<file path="src/hw/rxf_pkg.sv">
package rxf_pkg;
  // ------------------------------
  // widths
  // ------------------------------
  localparam int ADDR_W = 8;
  localparam int CNT_W  = 32;
  localparam int CH_W   = 3;
  localparam int LEN_W  = 16;
  // ------------------------------
  // register offsets
  // ------------------------------
  localparam logic [7:0] CFG_OFS    = 8'h00;
  localparam logic [7:0] MAXLEN_OFS = 8'h04;
  localparam logic [7:0] SOF_OFS    = 8'h08;
  localparam logic [7:0] MOF_OFS    = 8'h0c;
  localparam logic [7:0] DMA_OFS    = 8'h10;
  // ------------------------------
  // config field positions
  // ------------------------------
  localparam int CA_BIT   = 0;
  localparam int CE_BIT   = 1;
  localparam int CM_BIT   = 2;
  localparam int CS_BIT   = 3;
  localparam int PROM_LSB = 4;
  localparam int CHEN_LSB = 8;
  // ------------------------------
  // reset values and limits
  // ------------------------------
  localparam logic [15:0] CFG_RST    = 16'h0000;
  localparam logic [15:0] MAXLEN_RST = 16'h05ee;
  localparam logic [15:0] MIN_LEN    = 16'h0040;
  localparam logic [1:0]  RESP_OKAY  = 2'h0;
  localparam logic [1:0]  RESP_SLV   = 2'h2;
  // ------------------------------
  // types
  // ------------------------------
  typedef enum logic [2:0] {
    SEL_CFG    = 3'h0,
    SEL_MAXLEN = 3'h1,
    SEL_SOF    = 3'h2,
    SEL_MOF    = 3'h3,
    SEL_DMA    = 3'h4,
    SEL_NONE   = 3'h7
  } rxf_sel_t;

  typedef struct packed {
    logic             hit;
    logic [CH_W-1:0]  hit_ch;
    logic             ctrl;
    logic             crc_err;
    logic             code_err;
    logic             align_err;
    logic [LEN_W-1:0] len;
    logic             fifo_start_loss;
    logic             dma_start_loss;
    logic             fifo_mid_frame_loss;
    logic             dma_mid_loss;
  } rxf_frame_t;

  typedef struct packed {
    logic            accept;
    logic [CH_W-1:0] channel;
    logic            truncate;
    logic            overrun_flag;
    logic            unmatched_frame_flag;
  } rxf_dec_t;
endpackage

</file>
<file path="src/hw/rxf_filter_top.sv">
// Chosen here: register access over AXI4-Lite and the placing of the registers.
`timescale 1ns/1ps
// Notes on behaviour
// RL1: no copy-all drops unmatched; copy-all passes proper
// RL2: copy-short adds undersized frames
// RL3: control frames pass only with copy-control
// RL4: copy-error passes long and errored data
// RL5: error plus short passes fragments too
// RL6: error plus control, no short: no undersized
// RL7: all four set passes every unmatched frame but start overruns
// RL8: matched frames ignore copy-all
// RL9: matched error plus control drops short frames
// RL10: matched all three set passes all but start overruns
// RL11: three counters over four overrun kinds
// RL12: start overrun counts and drops frame
// RL13: mid overrun drops unless copy enables allow
// RL14: matched mid overrun, no error: drop, count
// RL15: unmatched mid overrun keeps data, two flags
// RL16: matched mid overrun keeps data, overrun flag
// RL17: over-length frame truncates, never overrun
// RL18: match needs an enabled channel
// RL19: proper is 64 to max, error free
// RL20: short/long split by error into four classes
// RL21: config field picks promiscuous channel
// RL22: each counter steps at most once per frame
module rxf_filter_top (
  // clock and reset
  input  logic                     core_clk_in,
  input  logic                     rstn_in,
  // frame summary from receive path
  input  logic                     frame_valid_in,
  input  rxf_pkg::rxf_frame_t      frame_in,
  // decision toward receive dma
  output logic                     dec_valid_out,
  output rxf_pkg::rxf_dec_t        dec_out,
  // axi4-lite write
  input  logic [rxf_pkg::ADDR_W-1:0] s_axi_awaddr_in,
  input  logic                     s_axi_awvalid_in,
  output logic                     s_axi_awready_out,
  input  logic [31:0]              s_axi_wdata_in,
  input  logic [3:0]               s_axi_wstrb_in,
  input  logic                     s_axi_wvalid_in,
  output logic                     s_axi_wready_out,
  output logic [1:0]               s_axi_bresp_out,
  output logic                     s_axi_bvalid_out,
  input  logic                     s_axi_bready_in,
  // axi4-lite read
  input  logic [rxf_pkg::ADDR_W-1:0] s_axi_araddr_in,
  input  logic                     s_axi_arvalid_in,
  output logic                     s_axi_arready_out,
  output logic [31:0]              s_axi_rdata_out,
  output logic [1:0]               s_axi_rresp_out,
  output logic                     s_axi_rvalid_out,
  input  logic                     s_axi_rready_in
);
  import rxf_pkg::*;

  typedef struct packed {
    logic [15:0]       cfg;
    logic [15:0]       maxlen;
    logic [CNT_W-1:0]  sof_cnt;
    logic [CNT_W-1:0]  mof_cnt;
    logic [CNT_W-1:0]  dma_cnt;
    logic              dec_v;
    rxf_dec_t          dec;
    logic              awrdy;
    logic              wrdy;
    logic              awgot;
    logic              wgot;
    logic [ADDR_W-1:0] awaddr;
    logic [31:0]       wdata;
    logic [3:0]        wstrb;
    logic              bvalid;
    logic [1:0]        bresp;
    logic              arrdy;
    logic              rvalid;
    logic [1:0]        rresp;
    logic [31:0]       rdata;
  } rxf_state_t;

  rxf_state_t s;
  rxf_state_t next_s;
  logic [1:0] rst_sync;
  logic       rst_n;

  // ------------------------------
  // reset release
  // ------------------------------
  always_ff @(posedge core_clk_in or negedge rstn_in) begin
    if (!rstn_in) begin
      rst_sync <= 2'h0;
    end else begin
      rst_sync <= {rst_sync[0], 1'b1};
    end
  end
  assign rst_n = rst_sync[1];

  // ------------------------------
  // helpers
  // ------------------------------
  function automatic rxf_sel_t reg_sel(input logic [ADDR_W-1:0] a);
    unique case ({a[ADDR_W-1:2], 2'h0})
      CFG_OFS:    reg_sel = SEL_CFG;
      MAXLEN_OFS: reg_sel = SEL_MAXLEN;
      SOF_OFS:    reg_sel = SEL_SOF;
      MOF_OFS:    reg_sel = SEL_MOF;
      DMA_OFS:    reg_sel = SEL_DMA;
      default:    reg_sel = SEL_NONE;
    endcase
  endfunction

  function automatic logic [15:0] merge16(input logic [15:0] o,
                                          input logic [31:0] d,
                                          input logic [3:0]  b);
    merge16 = o;
    for (int i = 0; i < 2; i++) begin
      if (b[i]) begin
        merge16[i*8 +: 8] = d[i*8 +: 8];
      end
    end
  endfunction

  // ------------------------------
  // frame classification
  // ------------------------------
  logic ca, ce, cm, cs;
  logic f_err, f_short, f_long, f_match;
  logic f_sof, f_mof, f_pass, f_take, f_dma;
  logic [CH_W-1:0] prom;

  assign ca   = s.cfg[CA_BIT];
  assign ce   = s.cfg[CE_BIT];
  assign cm   = s.cfg[CM_BIT];
  assign cs   = s.cfg[CS_BIT];
  assign prom = s.cfg[PROM_LSB +: CH_W]; // RL21
  assign f_err = frame_in.crc_err | frame_in.code_err | frame_in.align_err; // RL20
  assign f_short = frame_in.len < MIN_LEN; // RL19
  assign f_long  = frame_in.len > s.maxlen; // RL19
  // disabled channel means unmatched
  assign f_match = frame_in.hit & s.cfg[CHEN_LSB + int'(frame_in.hit_ch)]; // RL18
  assign f_sof = frame_in.fifo_start_loss | frame_in.dma_start_loss; // RL11
  // a truncated frame is long, so its overrun is not counted
  assign f_mof = (frame_in.fifo_mid_frame_loss | frame_in.dma_mid_loss)
                 & ~f_long & ~f_sof; // RL17
  assign f_dma = frame_in.dma_start_loss | (frame_in.dma_mid_loss & f_mof); // RL11
  // short needs copy-short, errors and long need copy-error
  assign f_pass = f_short ? (cs & (~f_err | ce)) : (~(f_err | f_long) | ce); // RL2 RL4 RL5 RL6
  assign f_take = ~f_sof & (f_match | ca) & (~frame_in.ctrl | cm)
                  & (f_mof ? ce : f_pass); // RL1 RL3 RL7 RL8 RL9 RL10 RL12 RL13 RL14

  // ------------------------------
  // next state
  // ------------------------------
  always_comb begin
    next_s = s;
    next_s.dec_v = 1'b0;
    if (frame_valid_in) begin
      next_s.dec_v = 1'b1;
      next_s.dec.accept = f_take;
      next_s.dec.channel = f_match ? frame_in.hit_ch : prom; // RL8 RL21
      next_s.dec.truncate = f_long & f_take; // RL17
      next_s.dec.overrun_flag = f_mof & f_take; // RL15 RL16
      next_s.dec.unmatched_frame_flag = ~f_match & f_take; // RL15
      next_s.sof_cnt = s.sof_cnt + CNT_W'(f_sof); // RL12 RL22
      next_s.mof_cnt = s.mof_cnt + CNT_W'(f_mof); // RL13 RL22
      next_s.dma_cnt = s.dma_cnt + CNT_W'(f_dma); // RL11 RL22
    end
    if (s_axi_awvalid_in && s.awrdy) begin
      next_s.awgot = 1'b1;
      next_s.awaddr = s_axi_awaddr_in;
    end
    if (s_axi_wvalid_in && s.wrdy) begin
      next_s.wgot = 1'b1;
      next_s.wdata = s_axi_wdata_in;
      next_s.wstrb = s_axi_wstrb_in;
    end
    if (s.bvalid && s_axi_bready_in) begin
      next_s.bvalid = 1'b0;
    end
    // counters are read only; writes to them are ignored
    if (s.awgot && s.wgot && !s.bvalid) begin
      next_s.awgot = 1'b0;
      next_s.wgot = 1'b0;
      next_s.bvalid = 1'b1;
      next_s.bresp = RESP_OKAY;
      unique case (reg_sel(s.awaddr))
        SEL_CFG:    next_s.cfg = merge16(s.cfg, s.wdata, s.wstrb);
        SEL_MAXLEN: next_s.maxlen = merge16(s.maxlen, s.wdata, s.wstrb);
        SEL_SOF, SEL_MOF, SEL_DMA: next_s.bresp = RESP_OKAY;
        default:    next_s.bresp = RESP_SLV;
      endcase
    end
    next_s.awrdy = !next_s.awgot && !next_s.bvalid;
    next_s.wrdy = !next_s.wgot && !next_s.bvalid;
    if (s.rvalid && s_axi_rready_in) begin
      next_s.rvalid = 1'b0;
    end
    if (s_axi_arvalid_in && s.arrdy) begin
      next_s.rvalid = 1'b1;
      next_s.rresp = RESP_OKAY;
      unique case (reg_sel(s_axi_araddr_in))
        SEL_CFG:    next_s.rdata = {16'h0000, s.cfg};
        SEL_MAXLEN: next_s.rdata = {16'h0000, s.maxlen};
        SEL_SOF:    next_s.rdata = s.sof_cnt;
        SEL_MOF:    next_s.rdata = s.mof_cnt;
        SEL_DMA:    next_s.rdata = s.dma_cnt;
        default: begin
          next_s.rdata = 32'h0000_0000;
          next_s.rresp = RESP_SLV;
        end
      endcase
    end
    next_s.arrdy = !next_s.rvalid;
  end

  // ------------------------------
  // state register
  // ------------------------------
  always_ff @(posedge core_clk_in or negedge rst_n) begin
    if (!rst_n) begin
      s <= '0;
      s.cfg <= CFG_RST;
      s.maxlen <= MAXLEN_RST;
    end else begin
      s <= next_s;
    end
  end

  // ------------------------------
  // outputs
  // ------------------------------
  assign dec_valid_out     = s.dec_v;
  assign dec_out           = s.dec;
  assign s_axi_awready_out = s.awrdy;
  assign s_axi_wready_out  = s.wrdy;
  assign s_axi_bvalid_out  = s.bvalid;
  assign s_axi_bresp_out   = s.bresp;
  assign s_axi_arready_out = s.arrdy;
  assign s_axi_rvalid_out  = s.rvalid;
  assign s_axi_rresp_out   = s.rresp;
  assign s_axi_rdata_out   = s.rdata;
endmodule // rxf_filter_top

</file>
<file path="config.mk">
export PLATFORM = sky130hd
export DESIGN_NAME = rxf_filter_top
export DESIGN_NICKNAME = d
export VERILOG_FILES = /design/src/hw/rxf_pkg.sv /design/src/hw/rxf_filter_top.sv
export SDC_FILE = /design/constraint.sdc
export NUM_CORES = 1
export LEC_CHECK = 0
export ABC_CLOCK_PERIOD_IN_PS = 8100
export BUFFER_PORTS_ARGS = -buffer_cell sky130_fd_sc_hd__buf_2
export CORE_ASPECT_RATIO = 1.25
export CORE_MARGIN = 10
export CORE_UTILIZATION = 45
export CTS_BUF_LIST = sky130_fd_sc_hd__clkbuf_2
export DETAILED_ROUTE_END_ITERATION = 10
export PLACE_DENSITY = 0.65
export SLEW_MARGIN = 20
export SYNTH_ARGS = -nofsm -noshare
export SYNTH_HDL_FRONTEND = slang
export SYNTH_SLANG_ARGS = --single-unit
</file>
<file path="constraint.sdc">
create_clock -name core_clk_in -period 8.1 [get_ports core_clk_in]
set_clock_uncertainty 0.15 [all_clocks]
set_input_delay 0 -clock core_clk_in [delete_from_list [all_inputs] [get_ports core_clk_in]]
set_output_delay 0 -clock core_clk_in [all_outputs]
set_load 0.1 [all_outputs]
</file>
[Yosys cells after proc, flatten, opt, wreduce, memory -nomap -nowiden]
Index checks and enable logic that the tools add are counted.
Word-level totals
  register bits after elaboration: 207
  input bits: 88
  output and inout bits: 49
  word-level logic and storage cells: 122
Cells by class
  add/subtract/negate cells: 4
  magnitude comparators: 3
  equal/unequal tests: 16
  multiplexer cells: 21
  bitwise operators: 27
  reductions and logical operators: 24
Operators by type and width (number)
  $pmux W32 S5: 1
  $add A32 B1 Y32: 3
  $mux W35: 1
  $pmux W3 S5: 2
  $eq A6 B2 Y1 const B: 4
  $gt A16 B16 Y1: 1
  $lt A16 B7 Y1 const B: 1
  $eq A3 B2 Y1 const B: 4
  $eq A6 B1 Y1 const B: 2
  $eq A6 B3 Y1 const B: 2
  $logic_not A6 Y1: 2
  $mux W3: 4
  $reduce_and A3 Y1: 4
  $and A1 B1 Y1: 11
  $or A1 B1 Y1: 10
  $reduce_or A5 Y1: 2
  $logic_and A1 B1 Y1: 9
  $mux W1: 8
  $mux W8: 1
  $eq A3 B1 Y1 const B: 2
  $eq A3 B3 Y1 const B: 2
  $logic_not A3 Y1: 2
  $mux W2: 3
  $not A1 Y1: 6
  4 further kinds: 8

[Longest topological paths before layout]
  word-level depth: 11
  mapped depth: 16
  gate-level depth less buffers: 16

[Worst setup path after synthesis]
OpenSTA, ideal clock, no wires.
  path type: register -> register
  from: register s[201] (netlist name)
  to: register s[119] (netlist name)
  library setup time: 0.079 ns
  data arrival time: 3.398 ns
  required time: 7.871 ns
  setup slack: 4.472 ns
  cell stages (with the launch flop): 16
  path buffers: 0
  clock period less this slack: 3.628 ns
  cell sequence: dfstp_2 inv_1 ha_1 nand2_1 or4_4 or2_1 nand2_1 a31o_2 ha_1 ha_1 nand4_1 or3_1 nor3_2 nand2b_1 nor2_1 xor2_1
Between the ends
  cells in the longest elaborated chain, start to end: 7
RTL lines
  start: declaration: RTL line rxf_filter_top.sv:81  | rxf_state_t s;
  start signal: assignment: RTL line rxf_filter_top.sv:225  | s <= next_s;
  $gt A16 B16 Y1: RTL line rxf_filter_top.sv:138  | assign f_long = frame_in.len > s.maxlen;
  $not A1 Y1: RTL line rxf_filter_top.sv:144  | & ~f_long & ~f_sof;
  $and A1 B1 Y1 (2 in a row): RTL line rxf_filter_top.sv:144
  $and A1 B1 Y1: RTL line rxf_filter_top.sv:145  | assign f_dma = frame_in.dma_start_loss | (frame_in.dma_mid_loss & f_mof);
  $or A1 B1 Y1: RTL line rxf_filter_top.sv:145
  $add A32 B1 Y32: RTL line rxf_filter_top.sv:166  | next_s.dma_cnt = s.dma_cnt + CNT_W'(f_dma);
No other way between the ends.
A chain may end at the register's enable or synchronous reset.

[Worst setup path in the final report]
  from: register s[205] (netlist name)
  to: register s[123] (netlist name)
The elaborated chain is that of the path after synthesis.

==> run_results.csv <==
group,metric,value,unit
critical_path,path_max_fanout,4,
cts,cts_sinks,203,
sta,layout_setup_ws,3.32,ns
grt,grt_max_degree,75,
synthesis,syn-cell-area,9860,sq um
min_path,min_path_type,"primary input to flop",
route,drc,0,
floorplanning,start_util,45.7,%
sta,relSlewSlack,38.1,%
sta,fmax,209,MHz
sta,tightest_slew,0.928,ns
grt,grtUsageTotal,16.9,%
sta,setup_tns,0,ns
grt,antenna_found_initial,1,
cts,clkTransAtPathRegs,0.12,ns
route,viasPerCell,5.24,
synthesis,ys_seq_elements,203,
sta,rsz0062_at_grt,"no",
pwr,peakVddDrop,0.000338,V
critical_path,critPathLaunchType,"flop",
critical_path,cp.arrival,5.31,ns
synthesis,synth-edff-count,0,
route,route.detailed.wl_per_inst,16.8,um
sta,drv_slew,0,
cts,cts_setup_buffers,0,
run,drv_cap,0,
grt,grt_pass1_wl,39800,um
route,antenna_left,0,
critical_path,path_class,"flop to flop",
synthesis,avgSynthCellArea,11.1,sq um
pwr,p_int,1790,uW
cts,cts_max_path_buffers,3,
pwr,sw_frac_of_total,35.0,%
placement,place_congestion,0.866,
route,drt-initial-drc-count,445,
synthesis,synth_top_flop_cell,"dfrtp_1",
final_layout,final_util,55.3,%
route,routed-via-count,7383,
pwr,power_density,231,nW/um^2
synthesis,yosys_warnings,0,
cts,cts_tree,"done",
sta,final_hold_viol_count,0,
sta,fin_hold_ws,0.118,ns
synthesis,yosysSeqAreaShare,51.6,%
sta,fin_crit,4.78,ns
pwr,p_clk_share,24.8,%
placement,pre_cts_ws,3.85,ns
critical_path,end_kind,"flop",
critical_path,crit_required,8.63,ns
floorplanning,core.rowCount,60,
final_layout,nNetsFinal,1209,
pwr,p_seq_share,50.1,%
run_status,outcome,"complete, no violations",
placement,dpl.cell_count,1212,
floorplanning,die_x,152,um
placement,portBuffers,112,
pwr,comb_power_share,25.1,%
placement,place_hpwl,15700,um
pwr,p_leak,0.00567,uW
cts,clockRootBuffer,"clkbuf_2",
grt,gr-total-overflow,0,
final_layout,drive_gt1_share,26.0,%
cts,cts_buffers,52,
final_layout,final_cells,1409,
floorplanning,io_pins,137,
synthesis,ys_types,58,
sta,finalSetupViolations,0,
grt,grt_pass1_vias,8001,
synthesis,synthCells,889,
synthesis,async_reset_ff_share,100,%
cts,cts.htree.levels,2,
floorplanning,die_area,28300,sq um
route,firstDrtPassIters,5,
floorplanning,die_h,185,um
floorplanning,core,21500,sq um
final_layout,areaGrowthSynthToFinish,21.0,%
sta,finalCritPeriodShare,59.0,%
cts,insertion_delay,0.79,ns
route,wl,23700,um
pwr,power.net_switching,964,uW
critical path, stage by stage (launching register included):
cell           delay [ns]
dfrtp_1              0.38
inv_1                0.06
ha_1                 0.30
nand4_2              0.16
or4_4                0.59
or2_1                0.28
nand2_1              0.13
a31o_2               0.18
dlygate4sd3_1        0.56
ha_1                 0.17
ha_1                 0.17
nand4_1              0.22
or3_1                0.50
nor3_2               0.34
nand2b_1             0.19
nor2_1               0.15
xor2_1               0.15
registers in the layout, indices dropped and copies added (netlist names):
signal / flops
s_axi_rresp_out: 1
s: 147
s_axi_bresp_out: 1
s_axi_rdata_out: 32
s_axi_bvalid_out: 1
dec_out: 7
prom: 3
s_axi_wready_out: 1
cs: 1
dec_valid_out: 1
rst_sync: 2
cm: 1
s_axi_arready_out: 1
s_axi_rvalid_out: 1
ce: 1
s_axi_awready_out: 1
ca: 1
worst paths after layout:
check,from,end,slack (ns),cells after the start
setup / recovery,s[205]$_DFFE_PN0P_,s[123]$_DFFE_PN0P_,3.32,16
hold reg to reg,rst_sync[0]$_DFF_PN0_,rst_sync[1]$_DFF_PN0_,0.20,0
hold / removal,frame_in[3],s[159]$_DFFE_PN0P_,0.12,6
setup reg to reg,s[205]$_DFFE_PN0P_,s[123]$_DFFE_PN0P_,3.32,16
min in group asynchronous,rst_sync[1]$_DFF_PN0_,s[159]$_DFFE_PN0P_,0.25,0
max in group asynchronous,rst_sync[1]$_DFF_PN0_,s[185]$_DFFE_PN0P_,6.10,1
kinds of logic after synthesis:
group | after synthesis | share of synthesized area (%)
AO/OA/AOI/OAI | 116 | 8.16
XOR/XNOR | 90 | 8.00
adder cells (fa/ha/maj) | 22 | 2.79
buffers and inverters | 106 | 5.86
flip-flops | 203 | 51.6
multiplexers | 82 | 9.41
other | 2 | 0.0762
AND/OR/NAND/NOR | 268 | 14.1
final cells by class:
class	instances	area, sq um
diodes	1	2.50
clock buffers	78	390
clock inverters	6	50.0
fillers	1886	9620
inverters	32	120
multi-input cells	581	4200
flip-flops and latches	203	5090
well taps	279	349
repair buffers	229	1720
stage by stage:
stage	area (sq um)	total power [uW]
CTS	11900	2770
floorplan	9860	1850
global placement	10400	1980
finish	11900	2760
detailed placement	10400	2000
global route	11900	2930
power groups by stage:
stage                     clock network [uW]  registers [uW]  logic (uW)
final                                    685            1380         692
after detailed placement                   0            1390         610
after CTS                                711            1370         685
after global placement                     0            1380         596
after floorplan                            0            1410         447
after global routing                     762            1410         760
layout by cell type (no fill, tap or decap), types with 3 or more instances in the layout:
cell type | netlist | routed
a21oi_1 | 14 | 14
a222oi_1 | 32 | 32
and2_1 | 3 | 3
and3_1 | 20 | 20
and4_1 | 6 | 6
buf_2 | 6 | 112
buf_4 | 44 | 6
clkbuf_2 | 0 | 78
clkinv_1 | 0 | 4
conb_1 | 2 | 3
dfrtp_1 | 195 | 194
dfstp_2 | 8 | 8
dlygate4sd3_1 | 0 | 111
ha_1 | 22 | 22
inv_1 | 32 | 32
mux2_2 | 62 | 62
mux2i_1 | 18 | 18
nand2_1 | 105 | 104
nand3_1 | 25 | 25
nand4_1 | 20 | 20
nor2_1 | 43 | 43
nor2b_1 | 8 | 7
nor3_1 | 12 | 12
o21a_1 | 3 | 3
o21ai_0 | 53 | 53
xnor2_1 | 64 | 64
xor2_1 | 26 | 26
what timing repair did:
| item | 4_1_cts | 5_1_grt |
|---|---|---|
| hold endpoints to repair | 114 | 35 |
| hold buffers | 110 | 1 |
| gates resized for setup | 0 | 0 |
cells in the mapped netlist, types with 3 or more instances:
cell type / count / area, sq um
mux2_2: 62 / 698
nand3_1: 25 / 125
buf_4: 44 / 330
o21a_1: 3 / 22.5
nor3_1: 12 / 60.1
buf_2: 6 / 30.0
nand2_1: 105 / 394
o21ai_0: 53 / 265
nand4_1: 20 / 125
inv_1: 32 / 120
xnor2_1: 64 / 561
and4_1: 6 / 52.6
a222oi_1: 32 / 320
and3_1: 20 / 125
clkbuf_1: 23 / 86.3
mux2i_1: 18 / 180
nor2_1: 43 / 161
dfrtp_1: 195 / 4880
ha_1: 22 / 275
a21oi_1: 14 / 70.1
nor2b_1: 8 / 50.1
dfstp_2: 8 / 210
xor2_1: 26 / 228
and2_1: 3 / 18.8
per-layer routing:
| layer | share of wire [%] | vias up | global-route usage, % |
|---|---|---|---|
| met5 | 0 | - | 0 |
| met4 | 2.4 | 0 | 6.48 |
| met3 | 4.8 | 44 | 3.97 |
| met2 | 52 | 172 | 29.9 |
| met1 | 41 | 3643 | 19.4 |
| li1 | - | 3524 | - |
(Power assumes the default switching activity.)
